<file path="src/design/ext_bus_pkg.sv">
package ext_bus_pkg;

  // Access spaces requested by the core
  typedef enum logic [1:0]
  {
    SPACE_PROGRAM,
    SPACE_DATA,
    SPACE_IO
  } space_t;

  // Field position of the read-pin function bit in the processor mode register
  localparam int unsigned READ_PIN_FUNC_BIT = 15;
  // Mode bit position in the interrupt control register (0 selects hold)
  localparam int unsigned HOLD_MODE_BIT     = 0;
  // Reset values of the two mode registers
  localparam logic [15:0] MODE_REG_RESET    = 16'h0000;
  localparam logic [15:0] INT_CTRL_RESET    = 16'h0000;
  // Bus widths
  localparam int unsigned ADDR_W            = 16;
  localparam int unsigned DATA_W            = 16;
  // Machine cycle is this many clk_sys cycles (divider for the enable pulse)
  localparam int unsigned MC_DIV            = 4;
  localparam logic [1:0]  MC_DIV_LAST       = 2'(MC_DIV - 1);

endpackage

</file>
<file path="src/design/bus_ctl_if.sv">
`timescale 1ns/1ns
`default_nettype none
// Bus cycle state handed from the sequencer to the pin stage
interface bus_ctl_if;
  import ext_bus_pkg::*;
  logic                active;  // External cycle in progress
  logic                write;   // Cycle is a write
  ext_bus_pkg::space_t space;   // Target space
  logic                glb;     // Global data access
  modport seq (output active, output write, output space, output glb);
  modport pins (input active, input write, input space, input glb);
endinterface
`default_nettype wire

</file>
<file path="src/design/bus_cycle_seq.sv">
`timescale 1ns/1ns
`default_nettype none
// Machine-cycle sequencer: accepts a request and stretches it on ready low
module bus_cycle_seq
(
  input  wire logic                 clk_sys,  // System clock
  input  wire logic                 rstn,     // Synchronous reset, low active
  input  wire logic                 mc_tick,  // Machine-cycle enable pulse
  input  wire logic                 req,      // Access request level
  input  wire logic                 req_wr,   // Request is a write
  input  wire ext_bus_pkg::space_t  req_space,// Request space
  input  wire logic                 req_glb,  // Request is global data
  input  wire logic                 ready,    // External ready
  input  wire logic                 hold,     // Hold state, blocks new cycles
  output logic                      done,     // One-cycle completion pulse
  bus_ctl_if.seq                    ctl       // Cycle state out
);
  import ext_bus_pkg::*;

  typedef enum logic [0:0] {ST_IDLE, ST_BUSY} seq_state_t;

  seq_state_t          state_reg, state_next;  // Sequencer state
  logic                wr_reg, wr_next;        // Latched direction
  space_t              sp_reg, sp_next;        // Latched space
  logic                glb_reg, glb_next;      // Latched global flag
  logic                done_reg, done_next;    // Completion pulse

  // Next state: cycles start and end on machine-cycle boundaries only
  always_comb
  begin
    state_next = state_reg;
    wr_next    = wr_reg;
    sp_next    = sp_reg;
    glb_next   = glb_reg;
    done_next  = 1'b0;
    case (state_reg)
      ST_IDLE:
      begin
        // Hold keeps the bus free for other masters
        if (mc_tick && req && !hold)
        begin
          state_next = ST_BUSY;
          wr_next    = req_wr;
          sp_next    = req_space;
          glb_next   = req_glb;
        end
      end
      ST_BUSY:
      begin
        // Ready low adds one machine cycle, then it is sampled again
        if (mc_tick && ready)
        begin
          state_next = ST_IDLE;
          done_next  = 1'b1;
        end
      end
      default: state_next = ST_IDLE;
    endcase
  end

  // State registers
  always_ff @(posedge clk_sys)
  begin
    if (!rstn)
    begin
      state_reg <= ST_IDLE;
      wr_reg    <= 1'b0;
      sp_reg    <= SPACE_PROGRAM;
      glb_reg   <= 1'b0;
      done_reg  <= 1'b0;
    end
    else
    begin
      state_reg <= state_next;
      wr_reg    <= wr_next;
      sp_reg    <= sp_next;
      glb_reg   <= glb_next;
      done_reg  <= done_next;
    end
  end

  assign ctl.active = (state_reg == ST_BUSY);
  assign ctl.write  = wr_reg;
  assign ctl.space  = sp_reg;
  assign ctl.glb    = glb_reg;
  assign done       = done_reg;

endmodule // bus_cycle_seq
`default_nettype wire

</file>
<file path="src/design/ext_bus_ctrl.sv">
`timescale 1ns/1ns
`default_nettype none
module ext_bus_ctrl
(
  input  wire logic                              clk_sys,       // 250 MHz clock
  input  wire logic                              rstn,          // Synchronous reset, low
  input  wire logic                              output_off_n,  // Output disable, low
  input  wire logic                              ready,         // External ready
  input  wire logic                              hold_req_n,    // Hold/interrupt pin, low
  input  wire logic                              req,           // Core access request
  input  wire logic                              req_wr,        // Request is a write
  input  wire ext_bus_pkg::space_t               req_space,     // Request space
  input  wire logic                              req_glb,       // Global data access
  input  wire logic [ext_bus_pkg::ADDR_W-1:0]    req_addr,      // Request address
  input  wire logic [ext_bus_pkg::DATA_W-1:0]    req_wdata,     // Write data
  input  wire logic                              mode_wr,       // Write mode register
  input  wire logic                              int_ctrl_wr,   // Write interrupt control
  input  wire logic [15:0]                       cfg_wdata,     // Data for those writes
  input  wire logic [ext_bus_pkg::DATA_W-1:0]    data_in,       // Data pins, input
  output logic                                   req_done,      // Access complete pulse
  output logic [ext_bus_pkg::DATA_W-1:0]         rdata,         // Captured read data
  output logic                                   hold_active,   // Hold state to the core
  output logic                                   program_space_select_n, // Program select
  output logic                                   program_space_select_oe,// Its enable
  output logic                                   data_space_select_n,    // Data select
  output logic                                   data_space_select_oe,   // Its enable
  output logic                                   io_space_select_n,      // I/O select
  output logic                                   io_space_select_oe,     // Its enable
  output logic                                   rw_dir,        // Direction, low on write
  output logic                                   rw_dir_oe,     // Its enable
  output logic                                   read_strobe_n, // Read pin
  output logic                                   read_strobe_oe,// Its enable
  output logic                                   write_strobe_n,// Write strobe
  output logic                                   write_strobe_oe,// Its enable
  output logic                                   bus_cycle_strobe_n,  // Bus strobe
  output logic                                   bus_cycle_strobe_oe, // Its enable
  output logic                                   global_bus_request_n, // Bus request
  output logic                                   global_bus_request_oe,// Its enable
  output logic                                   hold_acknowledge_n,   // Hold acknowledge
  output logic                                   hold_acknowledge_oe,  // Its enable
  output logic [ext_bus_pkg::ADDR_W-1:0]         addr_out,      // Address pins
  output logic                                   addr_oe,       // Address enable
  output logic [ext_bus_pkg::DATA_W-1:0]         data_out,      // Data pins, output
  output logic                                   data_oe        // Data enable
);
  import ext_bus_pkg::*;

  bus_ctl_if ctl ();  // Cycle state from the sequencer

  // Machine-cycle divider
  logic [1:0]  div_reg, div_next;      // Divider count
  logic        tick;                   // Machine-cycle enable
  // Mode registers
  logic [15:0] mode_reg, mode_next;    // Processor mode register
  logic [15:0] ictl_reg, ictl_next;    // Interrupt control register
  // Hold and address latch
  logic        hold_reg, hold_next;    // Hold state
  logic [ADDR_W-1:0] addr_reg, addr_next;    // Address held for the cycle
  logic [DATA_W-1:0] wdat_reg, wdat_next;    // Write data held for the cycle
  logic [DATA_W-1:0] rdat_reg, rdat_next;    // Read data capture
  logic        seq_done;               // Completion from sequencer
  // Pin registers, all outputs straight from flops
  logic        prog_sel_reg, prog_sel_next, data_sel_reg, data_sel_next; // Space selects
  logic        is_reg, is_next;                                          // I/O select
  logic        rw_reg, rw_next, rd_reg, rd_next, we_reg, we_next;   // Direction, strobes
  logic        st_reg, st_next, busreq_reg, busreq_next, ha_reg, ha_next; // Bus, request, ack
  logic        oe_reg, oe_next;        // Control enable
  logic        doe_reg, doe_next;      // Data enable
  logic        aoe_reg, aoe_next;      // Address enable
  logic        wlate_reg, wlate_next;  // Write strobe seen low last cycle

  // Writes occur and are done by machine cycles, decoupled from pin timing
  bus_cycle_seq bus_cycle_seq_inst
  (
    .clk_sys   (clk_sys),
    .rstn      (rstn),
    .mc_tick   (tick),
    .req       (req),
    .req_wr    (req_wr),
    .req_space (req_space),
    .req_glb   (req_glb),
    .ready     (ready),
    .hold      (hold_reg),
    .done      (seq_done),
    .ctl       (ctl.seq)
  );

  assign tick = (div_reg == MC_DIV_LAST);

  // Next values of divider, mode registers, hold state and latches
  always_comb
  begin
    div_next  = tick ? 2'h0 : div_reg + 2'h1;
    mode_next = mode_wr ? cfg_wdata : mode_reg;
    ictl_next = int_ctrl_wr ? cfg_wdata : ictl_reg;
    // Hold only when the pin is in hold mode and no cycle is in progress
    // A cycle taken on this very tick keeps hold out, else its pins would float mid-cycle
    hold_next = !ictl_reg[HOLD_MODE_BIT] && !hold_req_n && !ctl.active
                && !(tick && req && !hold_reg);
    addr_next = (req && tick && !ctl.active) ? req_addr : addr_reg;
    wdat_next = (req && tick && !ctl.active) ? req_wdata : wdat_reg;
    rdat_next = (ctl.active && !ctl.write && tick && ready) ? data_in : rdat_reg;
  end

  // Next values of the pins
  always_comb
  begin
    // One select at most: the space is a single encoded value
    prog_sel_next = !(ctl.active && ctl.space == SPACE_PROGRAM);
    data_sel_next = !(ctl.active && ctl.space == SPACE_DATA);
    is_next = !(ctl.active && ctl.space == SPACE_IO);
    st_next = !ctl.active;
    rw_next = !(ctl.active && ctl.write);
    we_next = !(ctl.active && ctl.write);
    busreq_next = !(ctl.active && ctl.glb && ctl.space == SPACE_DATA);
    ha_next = !hold_reg;
    // Bit 15 set turns the read pin into inverted direction
    if (mode_reg[READ_PIN_FUNC_BIT])
      rd_next = !rw_next;
    else
      rd_next = !(ctl.active && !ctl.write);
    wlate_next = !we_next;
    // Drive data once the write strobe has fallen; float otherwise
    doe_next = output_off_n && !hold_reg && wlate_reg && !we_next;
    oe_next  = output_off_n && !hold_reg;
    aoe_next = output_off_n && !hold_reg;
  end

  // Registers; reset leaves the bus idle and data floating
  always_ff @(posedge clk_sys)
  begin
    if (!rstn)
    begin
      div_reg   <= 2'h0;
      mode_reg  <= MODE_REG_RESET;
      ictl_reg  <= INT_CTRL_RESET;
      hold_reg  <= 1'b0;
      addr_reg  <= 16'h0000;
      wdat_reg  <= 16'h0000;
      rdat_reg  <= 16'h0000;
      prog_sel_reg <= 1'b1;
      data_sel_reg <= 1'b1;
      is_reg    <= 1'b1;
      st_reg    <= 1'b1;
      rw_reg    <= 1'b1;
      rd_reg    <= 1'b1;
      we_reg    <= 1'b1;
      busreq_reg <= 1'b1;
      ha_reg    <= 1'b1;
      wlate_reg <= 1'b0;
      doe_reg   <= 1'b0;
      oe_reg    <= 1'b0;
      aoe_reg   <= 1'b0;
    end
    else
    begin
      div_reg   <= div_next;
      mode_reg  <= mode_next;
      ictl_reg  <= ictl_next;
      hold_reg  <= hold_next;
      addr_reg  <= addr_next;
      wdat_reg  <= wdat_next;
      rdat_reg  <= rdat_next;
      prog_sel_reg <= prog_sel_next;
      data_sel_reg <= data_sel_next;
      is_reg    <= is_next;
      st_reg    <= st_next;
      rw_reg    <= rw_next;
      rd_reg    <= rd_next;
      we_reg    <= we_next;
      busreq_reg <= busreq_next;
      ha_reg    <= ha_next;
      wlate_reg <= wlate_next;
      doe_reg   <= doe_next;
      oe_reg    <= oe_next;
      aoe_reg   <= aoe_next;
    end
  end

  // Hold acknowledge stays enabled in hold; only output disable and reset float it
  logic ha_oe_reg;  // Acknowledge enable
  always_ff @(posedge clk_sys)
  begin
    if (!rstn)
      ha_oe_reg <= 1'b0;
    else
      ha_oe_reg <= output_off_n;
  end

  assign req_done                = seq_done;
  assign rdata                   = rdat_reg;
  assign hold_active             = hold_reg;
  assign program_space_select_n  = prog_sel_reg;
  assign program_space_select_oe = oe_reg;
  assign data_space_select_n     = data_sel_reg;
  assign data_space_select_oe    = oe_reg;
  assign io_space_select_n       = is_reg;
  assign io_space_select_oe      = oe_reg;
  assign rw_dir                  = rw_reg;
  assign rw_dir_oe               = oe_reg;
  assign read_strobe_n           = rd_reg;
  assign read_strobe_oe          = oe_reg;
  assign write_strobe_n          = we_reg;
  assign write_strobe_oe         = oe_reg;
  assign bus_cycle_strobe_n      = st_reg;
  assign bus_cycle_strobe_oe     = oe_reg;
  assign global_bus_request_n    = busreq_reg;
  assign global_bus_request_oe   = oe_reg;
  assign hold_acknowledge_n      = ha_reg;
  assign hold_acknowledge_oe     = ha_oe_reg;
  assign addr_out                = addr_reg;
  assign addr_oe                 = aoe_reg;
  assign data_out                = wdat_reg;
  assign data_oe                 = doe_reg;

endmodule // ext_bus_ctrl
`default_nettype wire

</file>
<file path="config.mk">
export PLATFORM = sky130hd
export DESIGN_NAME = ext_bus_ctrl
export DESIGN_NICKNAME = d
export VERILOG_FILES = /design/src/design/ext_bus_pkg.sv /design/src/design/bus_ctl_if.sv /design/src/design/bus_cycle_seq.sv /design/src/design/ext_bus_ctrl.sv
export SDC_FILE = /design/constraint.sdc
export NUM_CORES = 1
export LEC_CHECK = 0
export BUFFER_PORTS_ARGS = -buffer_cell sky130_fd_sc_hd__clkbuf_2
export CORE_ASPECT_RATIO = 1.5
export CORE_MARGIN = 2
export CORE_UTILIZATION = 45
export DETAILED_ROUTE_END_ITERATION = 8
export GPL_ROUTABILITY_DRIVEN = 0
export PLACE_DENSITY = 0.8
export SYNTH_ARGS = -nofsm -noshare
export SYNTH_HDL_FRONTEND = slang
export SYNTH_HIERARCHICAL = 1
export SYNTH_SLANG_ARGS = --single-unit
</file>
<file path="constraint.sdc">
create_clock -name clk_sys -period 1.55 [get_ports clk_sys]
set_input_delay 0.3875 -clock clk_sys [delete_from_list [all_inputs] [get_ports clk_sys]]
set_output_delay 0.3875 -clock clk_sys [all_outputs]
set_load 0.1 [all_outputs]
</file>
### Yosys cells after proc, flatten, opt, wreduce, memory -nomap -nowiden

Cells that the tools add are included.

* input bits: 76
* logic and storage cells: 70
* register bits: 86

* multiplexer cells: 5
* reduce and logical (&&, ||, !) cells: 35
* bitwise operators: 2
* equality and inequality tests: 3
* add/subtract/negate cells: 1

Operators by type and width (count)
* logical AND 1 bit: 19
* logical NOT 1 bit: 12
* equality test 2 bit (second input constant): 2
* two-way mux 1 bit: 4
* AND reduction 2 bit: 2
* adder 2 x 1 -> 2 bit (second input constant): 1
* equality test 2 x 1 -> 1 bit (second input constant): 1
* logical NOT 2 bit: 1
* NOT 1 bit: 2
* case mux 1 bit (2 select lines): 1
* OR reduction 2 bit: 1

### Depth between registers and ports, before layout

* depth in word-level cells: 5
* depth in mapped cells: 5
* gate-level depth less buffers: 3

### Modules after synthesis

Netlist, hierarchy kept.

By module, submodules not included
* ext_bus_ctrl: cells an instance 263, times used 1, area an instance 2570.0 um^2
* bus_cycle_seq: cells an instance 24, times used 1, area an instance 244.0 um^2

### Worst setup path before layout

No wires, ideal clock.

* kind: register to output
* from: register, netlist name addr_oe
* to: output port bus_cycle_strobe_oe
* path slack: -319 ps
* stages on the path, launching flop included: 2
* data arrival time: 1482 ps
* buffers on the path: 1
* required time: 1162 ps
* cells stage by stage: dfxtp_1 > buf_4

RTL lines
* end, declared: line ext_bus_ctrl.sv:36 `output logic bus_cycle_strobe_oe,`

### Final worst setup path

* from: register bus_cycle_seq_inst.done_reg, in the netlist bus_cycle_seq_inst/done
* to: output port req_done

RTL lines
* start, declared: line bus_cycle_seq.sv:26 `logic done_reg, done_next;`
* start signal, assigned: line bus_cycle_seq.sv:78 `done_reg <= done_next;`
* end, declared: line ext_bus_ctrl.sv:20 `output logic req_done,`

No word-level cell between the ends.

==> run metrics <==
Synth-to-Final Area Change 38.64%; WHS 0.2719 ns; largest net degree at the start of global routing 60; post-synth net total 364; Num Clock Sinks 71; logic gate share of total power 0.150; status complete, no violations; grt met2 use 0.3129; DP HPWL 4.504 mm; most common cell after layout, fill and taps aside nand2_1; H-tree lvl count 3; crit share post-route 0.9663; clock tree buffer depth 2; first-pass GRT wire length 9.259 mm; Hold Path Class in -> reg; fmax 667.7 MHz; Final nets 481; Data arrival, critical path 1.11 ns; max_cap viols 0; Psw 1.104 mW; Sw Share 0.2650; Buf/Inv on CP 1; post-synthesis instance area 0.002814 mm²; Leak Pwr 1.725 nW; number of synthesized register bits 71; count of input and output buffers 131; sequential power share 0.455; setup slack after layout 0.05228 ns; starting density of the core 0.4623; CTS tree yes; GRT met3 Usage 0.06369; Die Height 100.9 µm; number of global-route vias before repair 2137; Finished Layout Cells 483; syn_area_per_cell 9.805 µm²; Post-Route WL 6.154 mm; Inst Count DP 467; post-synthesis cell count 287; vias per inst 4.665; most frequent cells in the layout nand2_1 (108), dfxtp_1 (68), clkbuf_2 (66); # diodes 0; power per cell area 1068 mW/mm²; I/O pins 146; critical path capture point type primary output; minimum clock period 1.498 ns; CTS clk-pin slew, worst paths 0.07 ns; Synth Warn # 6; DRC 0; critical path's top delay family buffers and inverters; Cell Chain, Critical Path clkbuf_2; Final Core Density 0.6409; Cell Rows 35; Clock Latency Late Sink 0.33 ns; fin area 0.003901 mm²; critical path peak fanout 1; slowest cell delay on critical path 0.46 ns; Detail Route Antenna Nets 0; All-Layer GR Usage 0.1813; Clk pwr share 0.395; total chip power 4.165 mW; CTS root buffer clkbuf_8; worst IR drop on VDD 710.0 µV; Die Footprint 0.006915 mm²; dpl ws 0.1347 ns; Die W 68.57 µm; Post CTS Setup Buffer Count 0; wire per inst 12.74 µm; Slowest-stage cell, CP clkbuf_2; GRT busiest layer met2; hold_buf cts 0; Core Region 0.006087 mm²; CP Launch Type register; relative slew slack 0.6342; total negative slack 0 ns; Final setup viols 0; Worst EP required 1.16 ns; gr ovfl total 0; Synth cell types 25; Setup Skew 0.008254 ns; slew at the pin closest to its max-slew limit 0.5510 ns; share of cells above drive strength 1 0.3839; drt pass-1 iters 4; final hold violations 0; Final Max Tran Viols 0; sequential area share after synthesis 0.5051; unrepaired setup endpoints after global routing no; placed cell area 0.003675 mm²; met1 Use GR 0.1814; via count 2253; initial antenna violation count 0; internal power 3.061 mW; initial detailed-routing violation count 84; total CTS buffers 9; WS Path Type reg -> out
[kinds of logic after synthesis]
family,share of synthesized area
mux,0.1921
buf+inv,0.09337
flops,0.5051
compound gates,0.01067
simple gates,0.1943
fa+ha+maj,0.004446
[Yosys cell counts (all sizes together)]
cell type / n / area (µm²)
and3: 1 / 7.510
mux2i: 54 / 540.5
o211ai: 1 / 7.510
buf: 21 / 221.5
clkbuf: 9 / 33.78
nand4b: 2 / 17.52
ha: 1 / 12.51
and4bb: 1 / 12.51
o21a: 2 / 15.01
inv: 2 / 7.510
nor4b: 1 / 8.760
dfxtp: 71 / 1421
and2: 1 / 6.260
a21boi: 1 / 7.510
nor3b: 1 / 7.510
nor2b: 2 / 12.51
and4: 1 / 10.01
or3: 1 / 6.260
nand2: 108 / 405.4
or2: 1 / 6.260
and3b: 3 / 26.28
and4b: 2 / 20.02
[metal layers]
layer  part of all wire  vias up  wire (µm)
met5                  0        -          0
met4              0.022        0        133
met1               0.38     1009       2342
li1                   -     1154          -
met3              0.069       12        423
met2               0.53       78       3255
[area by class of cell]
type,count,area (µm²)
clock buffers,13,158.9
clock inverters,3,65.06
fillers,492,2186
inverters,2,7.507
multi-input cells,184,1131
flip-flops and latches,71,1428
well taps,74,92.59
repair buffers,136,1018
[power groups by stage]
stage	clock network (mW)	logic [mW]	registers (mW)
after floorplan	0	0.261	2.12
after global placement	0	0.618	1.94
final	1.65	0.623	1.90
after CTS	1.69	0.627	1.90
after global routing	1.77	0.657	1.90
after detailed placement	0	0.626	1.94
[what timing repair did]
action	in CTS	in global routing
endpoints found under the setup margin	9	0
resized for setup	1	0
endpoints found under the hold margin	0	0
[final timing paths]
kind / from / to / slack (ns) / depth (start not counted)
min: data_in[10] / rdata[10] / 0.27 / 3
max reg2reg: div_reg[0] / addr_out[5] / 0.13 / 4
max: bus_cycle_seq_inst/done / req_done / 0.05 / 1
min reg2reg: hold_active / hold_acknowledge_n / 0.42 / 1
No activity file was read; power rests on OpenSTA's default activity.
